$ cat src/core/atsc_pkg.sv
// package: register map, field positions and reset values of the trigger/suspend control block
package atsc_pkg;
	localparam logic [3:0]  CTRL_OFFSET    = 4'h0;
	localparam logic [3:0]  STATUS_OFFSET  = 4'h4;
	localparam logic [3:0]  MASK_OFFSET    = 4'h8;
	localparam int          REF_SELECT_LSB = 13;
	localparam int          SUSPEND_BIT    = 12;
	localparam int          SUSP_IE_BIT    = 11;
	localparam int          SUSP_FLAG_BIT  = 10;
	localparam int          DIRECT_BIT     = 9;
	localparam int          SINGLE_BIT     = 8;
	localparam int          LEVEL_BIT      = 7;
	localparam int          COMMON_BIT     = 6;
	localparam logic [15:0] CTRL_RESET     = 16'h0000;
	localparam logic [15:0] CTRL_WMASK     = 16'hFBFF;
	localparam logic [2:0]  REF_SELECT_SUPPLY = 3'h0;
	localparam logic [1:0]  RESP_OKAY      = 2'h0;
	localparam logic [1:0]  RESP_SLVERR    = 2'h2;
	localparam int          EV_SUSPENDED   = 0;
	localparam int          EV_SINGLE      = 1;
	localparam int          EV_COMMON      = 2;
	localparam int          EV_COUNT       = 3;
	localparam logic [2:0]  STATUS_RESET   = 3'h0;
endpackage : atsc_pkg

$ cat src/core/atsc_rise_pulse.sv
// rising-edge detector: one-cycle pulse when a level goes high
`timescale 1ns/1ps
`default_nettype none
module atsc_rise_pulse (
	input  wire logic clk_sys,
	input  wire logic reset_n,
	input  wire logic level,
	output var  logic pulse
);
	logic prev;
	logic next_prev;
	logic next_pulse;

	always_comb begin
		next_prev  = level;
		next_pulse = level & ~prev;
	end

	always_ff @(posedge clk_sys) begin
		if (!reset_n) begin
			prev  <= 1'b0;
			pulse <= 1'b0;
		end else begin
			prev  <= next_prev;
			pulse <= next_pulse;
		end
	end
endmodule : atsc_rise_pulse
`default_nettype wire

$ cat src/core/atsc_trigger_suspend.sv
// top: control register, trigger gating, suspend tracking and interrupt of the converter
// Notes on behaviour
// - the reference select field at bits 15..13 picks supply/ground at zero, other codes are unsupported.
// - while suspend (bit 12) is set every new trigger to every core is blocked.
// - the suspended flag (bit 10) is set only when suspend is on and no core is converting.
// - with the suspend interrupt enable (bit 11) set, suspension completion raises the interrupt; the code also needs bit 0 of the mask register set.
// - while direct sampling (bit 9) is set the shared core samples the selected channel.
// - with direct sampling clear the shared core times its own sampling.
// - writing one to bit 8 gives one trigger for the selected channel and the bit self-clears next cycle.
// - while bit 7 is set, triggers are produced continuously for level-trigger channels.
// - writing one to bit 6 gives one common trigger and the bit self-clears next cycle.
// - bits 5..0 name the channel converted by the single-channel trigger.
//
// Our own choices: the AXI4-Lite interface to the registers and the register offsets.
`timescale 1ns/1ps
`default_nettype none
module atsc_trigger_suspend (
	input  wire logic        clk_sys,
	input  wire logic        reset_n,
	input  wire logic [3:0]  s_axi_awaddr,
	input  wire logic        s_axi_awvalid,
	output var  logic        s_axi_awready,
	input  wire logic [31:0] s_axi_wdata,
	input  wire logic [3:0]  s_axi_wstrb,
	input  wire logic        s_axi_wvalid,
	output var  logic        s_axi_wready,
	output var  logic [1:0]  s_axi_bresp,
	output var  logic        s_axi_bvalid,
	input  wire logic        s_axi_bready,
	input  wire logic [3:0]  s_axi_araddr,
	input  wire logic        s_axi_arvalid,
	output var  logic        s_axi_arready,
	output var  logic [31:0] s_axi_rdata,
	output var  logic [1:0]  s_axi_rresp,
	output var  logic        s_axi_rvalid,
	input  wire logic        s_axi_rready,
	input  wire logic        coreBusy,
	input  wire logic        convStart,
	output var  logic        singleTrigger,
	output var  logic [5:0]  singleChannel,
	output var  logic        commonTrigger,
	output var  logic        levelTrigger,
	output var  logic        sharedSampleHold,
	output var  logic        refSupplySelected,
	output var  logic        irq
);
	// ==========================================================================
	// register state
	logic [15:0]                    ctrl;
	logic [15:0]                    next_ctrl;
	logic [atsc_pkg::EV_COUNT-1:0]  status;
	logic [atsc_pkg::EV_COUNT-1:0]  next_status;
	logic [atsc_pkg::EV_COUNT-1:0]  mask;
	logic [atsc_pkg::EV_COUNT-1:0]  next_mask;
	logic                           suspended;
	logic                           next_suspended;
	logic                           suspRise;

	// ==========================================================================
	// bus handshake state
	logic        awHeld;
	logic        next_awHeld;
	logic [3:0]  awAddr;
	logic [3:0]  next_awAddr;
	logic        wHeld;
	logic        next_wHeld;
	logic [31:0] wData;
	logic [31:0] next_wData;
	logic [3:0]  wStrb;
	logic [3:0]  next_wStrb;
	logic        next_awready;
	logic        next_wready;
	logic        next_bvalid;
	logic [1:0]  next_bresp;
	logic        next_arready;
	logic        next_rvalid;
	logic [31:0] next_rdata;
	logic [1:0]  next_rresp;
	logic        doWrite;
	logic [15:0] wMerged;
	logic [15:0] ctrlView;

	// ==========================================================================
	// output state
	logic        next_singleTrigger;
	logic        next_commonTrigger;
	logic        next_levelTrigger;
	logic        next_irq;

	always_comb begin
		ctrlView = ctrl;
		ctrlView[atsc_pkg::SUSP_FLAG_BIT] = suspended;
		wMerged = ctrl;
		if (wStrb[0]) begin
			wMerged[7:0] = wData[7:0];
		end
		if (wStrb[1]) begin
			wMerged[15:8] = wData[15:8];
		end
	end

	// ==========================================================================
	// AXI4-Lite slave: address and data taken in either order, response two cycles after both
	always_comb begin
		next_awHeld  = awHeld;
		next_awAddr  = awAddr;
		next_wHeld   = wHeld;
		next_wData   = wData;
		next_wStrb   = wStrb;
		next_bvalid  = s_axi_bvalid;
		next_bresp   = s_axi_bresp;
		next_rvalid  = s_axi_rvalid;
		next_rdata   = s_axi_rdata;
		next_rresp   = s_axi_rresp;
		doWrite      = 1'b0;
		if (s_axi_awvalid && s_axi_awready) begin
			next_awHeld = 1'b1;
			next_awAddr = s_axi_awaddr;
		end
		if (s_axi_wvalid && s_axi_wready) begin
			next_wHeld = 1'b1;
			next_wData = s_axi_wdata;
			next_wStrb = s_axi_wstrb;
		end
		if (awHeld && wHeld && !s_axi_bvalid) begin
			doWrite     = 1'b1;
			next_awHeld = 1'b0;
			next_wHeld  = 1'b0;
			next_bvalid = 1'b1;
			next_bresp  = (awAddr == atsc_pkg::CTRL_OFFSET || awAddr == atsc_pkg::STATUS_OFFSET
				|| awAddr == atsc_pkg::MASK_OFFSET) ? atsc_pkg::RESP_OKAY : atsc_pkg::RESP_SLVERR;
		end
		if (s_axi_bvalid && s_axi_bready) begin
			next_bvalid = 1'b0;
		end
		next_awready = !next_awHeld && !next_bvalid;
		next_wready  = !next_wHeld && !next_bvalid;
		if (s_axi_arvalid && s_axi_arready) begin
			next_rvalid = 1'b1;
			next_rresp  = atsc_pkg::RESP_OKAY;
			case (s_axi_araddr)
				atsc_pkg::CTRL_OFFSET: begin
					next_rdata = {16'h0000, ctrlView};
				end
				atsc_pkg::STATUS_OFFSET: begin
					next_rdata = {29'h0000000, status};
				end
				atsc_pkg::MASK_OFFSET: begin
					next_rdata = {29'h0000000, mask};
				end
				default: begin
					next_rdata = 32'h00000000;
					next_rresp = atsc_pkg::RESP_SLVERR;
				end
			endcase
		end else if (s_axi_rvalid && s_axi_rready) begin
			next_rvalid = 1'b0;
		end
		next_arready = !next_rvalid && !(s_axi_arvalid && s_axi_arready);
	end

	// ==========================================================================
	// control register and trigger generation
	always_comb begin
		next_ctrl = ctrl;
		next_mask = mask;
		// one-shot bits self-clear the cycle after they are set
		next_ctrl[atsc_pkg::SINGLE_BIT] = 1'b0;
		next_ctrl[atsc_pkg::COMMON_BIT] = 1'b0;
		if (doWrite && awAddr == atsc_pkg::CTRL_OFFSET) begin
			next_ctrl = (wMerged & atsc_pkg::CTRL_WMASK);
		end
		if (doWrite && awAddr == atsc_pkg::MASK_OFFSET && wStrb[0]) begin
			next_mask = wData[atsc_pkg::EV_COUNT-1:0];
		end
		// new triggers blocked while suspended; a one-shot bit (8 or 6) written during suspend is simply dropped, bit 7 stays set
		next_singleTrigger = ctrl[atsc_pkg::SINGLE_BIT] & ~ctrl[atsc_pkg::SUSPEND_BIT];
		next_commonTrigger = ctrl[atsc_pkg::COMMON_BIT] & ~ctrl[atsc_pkg::SUSPEND_BIT];
		next_levelTrigger  = ctrl[atsc_pkg::LEVEL_BIT] & ~ctrl[atsc_pkg::SUSPEND_BIT];
	end

	// ==========================================================================
	// suspend tracking and interrupt
	always_comb begin
		// dropping on a start covers a conversion already in flight when suspend was set
		next_suspended = ctrl[atsc_pkg::SUSPEND_BIT] & ~coreBusy & ~convStart;
		next_status = status;
		if (doWrite && awAddr == atsc_pkg::STATUS_OFFSET && wStrb[0]) begin
			next_status = status & ~wData[atsc_pkg::EV_COUNT-1:0];
		end
		// set wins over a clear in the same cycle
		next_status[atsc_pkg::EV_SUSPENDED] = next_status[atsc_pkg::EV_SUSPENDED] | suspRise;
		next_status[atsc_pkg::EV_SINGLE]    = next_status[atsc_pkg::EV_SINGLE] | singleTrigger;
		next_status[atsc_pkg::EV_COMMON]    = next_status[atsc_pkg::EV_COMMON] | commonTrigger;
		next_irq = |(status & mask & {{(atsc_pkg::EV_COUNT-1){1'b1}}, ctrl[atsc_pkg::SUSP_IE_BIT]});
	end

	atsc_rise_pulse suspEdge (
		.clk_sys (clk_sys),
		.reset_n (reset_n),
		.level   (suspended),
		.pulse   (suspRise)
	);

	always_ff @(posedge clk_sys) begin
		if (!reset_n) begin
			ctrl              <= atsc_pkg::CTRL_RESET;
			status            <= atsc_pkg::STATUS_RESET;
			mask              <= atsc_pkg::STATUS_RESET;
			suspended         <= 1'b0;
			awHeld            <= 1'b0;
			awAddr            <= 4'h0;
			wHeld             <= 1'b0;
			wData             <= 32'h00000000;
			wStrb             <= 4'h0;
			s_axi_awready     <= 1'b0;
			s_axi_wready      <= 1'b0;
			s_axi_bvalid      <= 1'b0;
			s_axi_bresp       <= 2'h0;
			s_axi_arready     <= 1'b0;
			s_axi_rvalid      <= 1'b0;
			s_axi_rdata       <= 32'h00000000;
			s_axi_rresp       <= 2'h0;
			singleTrigger     <= 1'b0;
			singleChannel     <= 6'h00;
			commonTrigger     <= 1'b0;
			levelTrigger      <= 1'b0;
			sharedSampleHold  <= 1'b0;
			refSupplySelected <= 1'b1;
			irq               <= 1'b0;
		end else begin
			ctrl              <= next_ctrl;
			status            <= next_status;
			mask              <= next_mask;
			suspended         <= next_suspended;
			awHeld            <= next_awHeld;
			awAddr            <= next_awAddr;
			wHeld             <= next_wHeld;
			wData             <= next_wData;
			wStrb             <= next_wStrb;
			s_axi_awready     <= next_awready;
			s_axi_wready      <= next_wready;
			s_axi_bvalid      <= next_bvalid;
			s_axi_bresp       <= next_bresp;
			s_axi_arready     <= next_arready;
			s_axi_rvalid      <= next_rvalid;
			s_axi_rdata       <= next_rdata;
			s_axi_rresp       <= next_rresp;
			singleTrigger     <= next_singleTrigger;
			singleChannel     <= ctrl[5:0];
			commonTrigger     <= next_commonTrigger;
			levelTrigger      <= next_levelTrigger;
			// hardware never clears this bit; when low the core times its own sampling
			sharedSampleHold  <= ctrl[atsc_pkg::DIRECT_BIT];
			refSupplySelected <= (ctrl[15:atsc_pkg::REF_SELECT_LSB] == atsc_pkg::REF_SELECT_SUPPLY);
			irq               <= next_irq;
		end
	end
endmodule : atsc_trigger_suspend
`default_nettype wire

$ cat config.mk
export PLATFORM = sky130hd
export DESIGN_NAME = atsc_trigger_suspend
export DESIGN_NICKNAME = d
export VERILOG_FILES = /design/src/core/atsc_pkg.sv /design/src/core/atsc_rise_pulse.sv /design/src/core/atsc_trigger_suspend.sv
export SDC_FILE = /design/constraint.sdc
export NUM_CORES = 1
export LEC_CHECK = 0
export BUFFER_PORTS_ARGS = -buffer_cell sky130_fd_sc_hd__buf_2
export CAP_MARGIN = 10
export CORE_ASPECT_RATIO = 2
export CORE_MARGIN = 5
export CORE_UTILIZATION = 53
export CTS_CLUSTER_SIZE = 20
export DETAILED_ROUTE_END_ITERATION = 8
export PLACE_DENSITY = 0.84
export SLEW_MARGIN = 30
export SYNTH_ARGS = -nofsm -noshare
export SYNTH_HDL_FRONTEND = slang
export SYNTH_SLANG_ARGS = --single-unit
$ cat constraint.sdc
create_clock -name clk_sys -period 4.5 [get_ports clk_sys]
set_input_delay 0.675 -clock clk_sys [delete_from_list [all_inputs] [get_ports clk_sys]]
set_output_delay 0.675 -clock clk_sys [all_outputs]
set_load 0.01 [all_outputs]
# Yosys cells after proc, flatten, opt, wreduce, memory -nomap -nowiden

Cells that the tools add are included.

Eq/ne operators: 4
Mux-type cells: 13
Bitwise operators: 17
Reduce and logical (&&, ||, !) cells: 31

Operators by type and width:

| cell                                                 | count |
|---|---|
| one-hot mux 16 bit (3 select lines)                  | 1 |
| logical AND 1 bit                                    | 15 |
| AND 3 bit                                            | 3 |
| two-way mux 1 bit                                    | 9 |
| equality test 4 x 3 -> 1 bit (second input constant) | 2 |
| equality test 4 bit (second input constant)          | 2 |
| logical NOT 4 bit                                    | 2 |
| AND 1 bit                                            | 6 |
| logical NOT 1 bit                                    | 6 |
| AND reduction 2 bit                                  | 3 |
| OR reduction 3 bit                                   | 2 |
| two-way mux 2 bit                                    | 2 |
| inverter 1 bit                                       | 4 |
| logical NOT 3 bit                                    | 1 |
| two-way mux 3 bit                                    | 1 |
| inverter 3 bit                                       | 1 |
| OR 1 bit                                             | 3 |
| logical OR 1 bit                                     | 2 |

Register bits after elaboration: 101
Input bits: 53
Output and inout port bits: 53
Word-level logic and storage cells: 94

# Longest topological paths before layout

Depth in word-level cells: 7
Mapped depth: 5
Depth with buffers taken out: 3

# Modules after synthesis

A second synthesis with hierarchy kept.

Cell total of the unflattened synthesis: 342
Area, all modules: 3,278.1 µm²

Modules (own cells, without submodules):

| module               | times used | cells an instance | area each (µm²) | seq. area each (µm²) |
|---|---|---|---|---|
| atsc_trigger_suspend | 1          | 338               | 3,223.1         | 1,601.5 |
| atsc_rise_pulse      | 1          | 4                 | 55.1            | 40.0 |

# Worst setup path before layout

OpenSTA, ideal clock, no wires.

Path kind: input -> register
Start point: input port s_axi_araddr[0]
End point: register s_axi_rdata[10]
Arrival: 1,496 ps
Data required time: 4,435 ps
Slack: 2,939 ps
Cell stages on the path: 4
Path buffers: 1
Path through: and4bb_2 > buf_1 > a32oi_1 > nor2_1

Cells in the longest elaborated chain, start to end: 2
Elaborated cells between the ends (all ways): 4
Those cells by class: eq/ne (2); mux (1); reduce/logical (1)

Ends and longest elaborated chain:

| what                                        | line                        | RTL |
|---|---|---|
| from (decl)                                 | atsc_trigger_suspend.sv:30  | `input wire logic [3:0] s_axi_araddr,` |
| equality test 4 bit (tied with other cells) | atsc_trigger_suspend.sv:141 | `case (s_axi_araddr)` |
| one-hot mux 16 bit (3 select lines) *       | atsc_trigger_suspend.sv:141 |  |
| to (signal assigned)                        | atsc_trigger_suspend.sv:247 | `s_axi_rdata <= next_rdata;` |
| to (decl)                                   | atsc_trigger_suspend.sv:33  | `output var logic [31:0] s_axi_rdata,` |

Mark *: on every way between the ends. The rest lies on a longest branch, timed or not.
A chain may end at the register's enable or synchronous reset.

==> qor.csv <==
metric;value;unit
outcome;finished, final reports clean;
GPL Wtd Cong;0.819;
synthesized cell area;0.00304;mm2
Mean Syn Cell Area;9.12;um2
Final Hold Viols;0;
Slew HR;40.3;%
Row Count;39;
Layout Nets;449;
FFs w/ async S/R, synth;0;%
VDD IR max;0.000394;V
Die Area;0.00744;mm2
register area share after synthesis;54.0;%
synthesis-to-layout area growth;19.2;%
Reg power frac;48.1;%
Post-synth EDFFs;0;
PostCTS Resize Cnt;0;
most common cell in the synthesized netlist;dfxtp_1;
Leak Pwr;0.00151;uW
first-pass GRT wire length;11.1;mm
switching share of power;21.5;%
CTS Sinks;82;
RSZ-0062 raised after global routing;false;
GRT Total Usage;19.3;%
Vias/cell;5.53;
Switch Pwr;338;uW
Wirelength per Cell;14.9;um
Setup crit end kind;register;
Post-CTS Setup Bufs;0;
hold_buf cts;0;
Synth area leader;dfxtp_1;
# port buffers;68;
Initial Utilization;53.7;%
Layout fillers;474;
Final Setup Violations;0;
highest clock rate;462;MHz
Root Buffer;clkbuf_16;
Max-Cap Viols;0;
CP max FO;33;
Reg clk slew, reported paths;0.06;ns
Antenna Nets Post-Route;0;
# diodes;0;
startpoint types;input pin;
Yosys warnings;0;
initial antenna violation count;0;
final WL;6.86;mm
Die Wd;63.5;um
Max Root-Sink Buffers;2;
Final Cycle Share;48.0;%
TritonCTS clock tree;built;
Vias;2555;
Setup TNS;0;ns
clk_skew;0.00463;ns
pin count of the biggest net entering global routing;34;
CP required;4.77;ns
max-slew violations;0;
Hold Path Class;register to register;
First-pass DRT Iterations;5;
CTS buffer count;9;
grt ovf;0;
Arrival @ worst endpoint;2.43;ns
DP Cell Count;446;
Top FF cell, synth;dfxtp_1;
clock group share of total power;46.1;%
instance count of the mapped netlist;333;
FF+latch count, synth;82;
DRC viols;0;
share of the synthesized area in the top cell type;54.0;%
number of H-tree levels;3;
Internal Dissipation;1230;uW
drt initial violations;123;
share of cells above drive strength 1;21.4;%
clk_lat worst skew;0.33;ns
Comb power frac;5.8;%
worst slew pin tran;0.895;ns
P per Cell Area;433;mW/mm2
fin cells;462;
floorplan core area;0.00566;mm2
hpwl dp;5.10;mm
vias in the first global route;2334;
Synth area leaders;dfxtp_1, nand2_1, a21oi_1, buf_4, a32oi_1;
count of cell types in the netlist;37;
I/O pin total;106;
die height;117;um
Worst Setup Path Type;input pin to register;
top cells by count, synth;dfxtp_1, nand2_1, a21oi_1;
Period minus WS final;2.16;ns
[worst paths after layout]
| check | startpoint | to | slack (ns) | cells after the start |
|---|---|---|---|---|
| min | suspEdge.prev$_SDFF_PN0_ | suspEdge.pulse$_SDFF_PN0_ | 0.38 | 1 |
| max reg2reg | awAddr[3]$_SDFFE_PN0P_ | ctrl[0]$_SDFFE_PN0P_ | 2.91 | 3 |
| max | reset_n | commonTrigger$_SDFF_PN0_ | 2.34 | 5 |
| min reg2reg | suspEdge.prev$_SDFF_PN0_ | suspEdge.pulse$_SDFF_PN0_ | 0.38 | 1 |
[cells in the final DEF (no fill, tap or decap), drive strengths merged, types with 2 or more instances in the layout]
| master | instances |
|---|---|
| dfxtp | 82 |
| buf | 69 |
| nand2 | 54 |
| a21oi | 32 |
| nor2 | 21 |
| conb | 18 |
| o21ai | 18 |
| nand3 | 17 |
| clkbuf | 14 |
| a32oi | 13 |
| and2 | 12 |
| o31ai | 7 |
| mux2i | 6 |
| inv | 5 |
| nor3 | 3 |
| a31oi | 3 |
| nor2b | 3 |
| and3 | 3 |
| a222oi | 3 |
| nand2b | 2 |
| nor4 | 2 |
[power by group through the flow]
| stage | clock network, uW | logic, uW | registers [uW] |
|---|---|---|---|
| 2_1_floorplan | 0 | 70.8 | 769 |
| 3_3_place_gp | 0 | 89.3 | 770 |
| 3_5_place_dp | 0 | 90.5 | 770 |
| 4_1_cts | 731 | 91.2 | 755 |
| 5_1_grt | 761 | 103 | 757 |
| 6_report | 724 | 90.4 | 755 |
[kinds of logic after synthesis]
family	after synthesis	share of synthesized area, %
and+or+nand+nor	126	20.5
buffers and inverters	39	7.29
muxes	6	1.98
other	1	0.123
AOI/OAI and AO/OA	79	16.1
DFF	82	54.0
[critical path, cell delays in order]
cell and delay (ns):
buf_2 0.45, inv_1 0.56, buf_4 0.38, nor2_1 0.18, and2_1 0.15
[metrics by stage]
stage / cell area [um2] / util (%) / hold slack [ns] / total power (uW) / setup WS, ns
floorplan: 3100 / - / 0.367 / 840 / 2.94
global route: 3620 / 64.0 / 0.412 / 1620 / 2.15
CTS: 3620 / 64.0 / 0.382 / 1580 / 2.33
global placement: 3320 / 58.7 / 0.380 / 859 / 2.04
detailed placement: 3320 / 58.7 / 0.374 / 861 / 2.02
finish: 3620 / 64.0 / 0.383 / 1570 / 2.34
[layout make-up]
class                   instances  area [um2]  share of cell area [%]
clock inverters                 2        35.0                   0.967
multi-input cells             229        1240                    34.2
repair buffers                 69         348                    9.60
flip-flops and latches         82        1640                    45.3
well taps                      61        76.3                    2.11
clock buffers                  14         264                    7.29
inverters                       5        18.8                   0.518
[registers in the layout, summed over array words and instances, names as in the netlist, 2 cells and up]
name           flops
awAddr             4
ctrl              15
mask               3
s_axi_rdata       16
singleChannel      6
status             3
wData             15
wStrb              2
[per-layer routing]
metal	up-vias	track usage (%)	wire (um)
li1	1268	-	-
met1	1175	20.1	2510
met2	98	34.7	3720
met3	14	4.11	476
met4	0	11.7	154
met5	-	0	0
No activity file was read; power rests on OpenSTA's default activity.
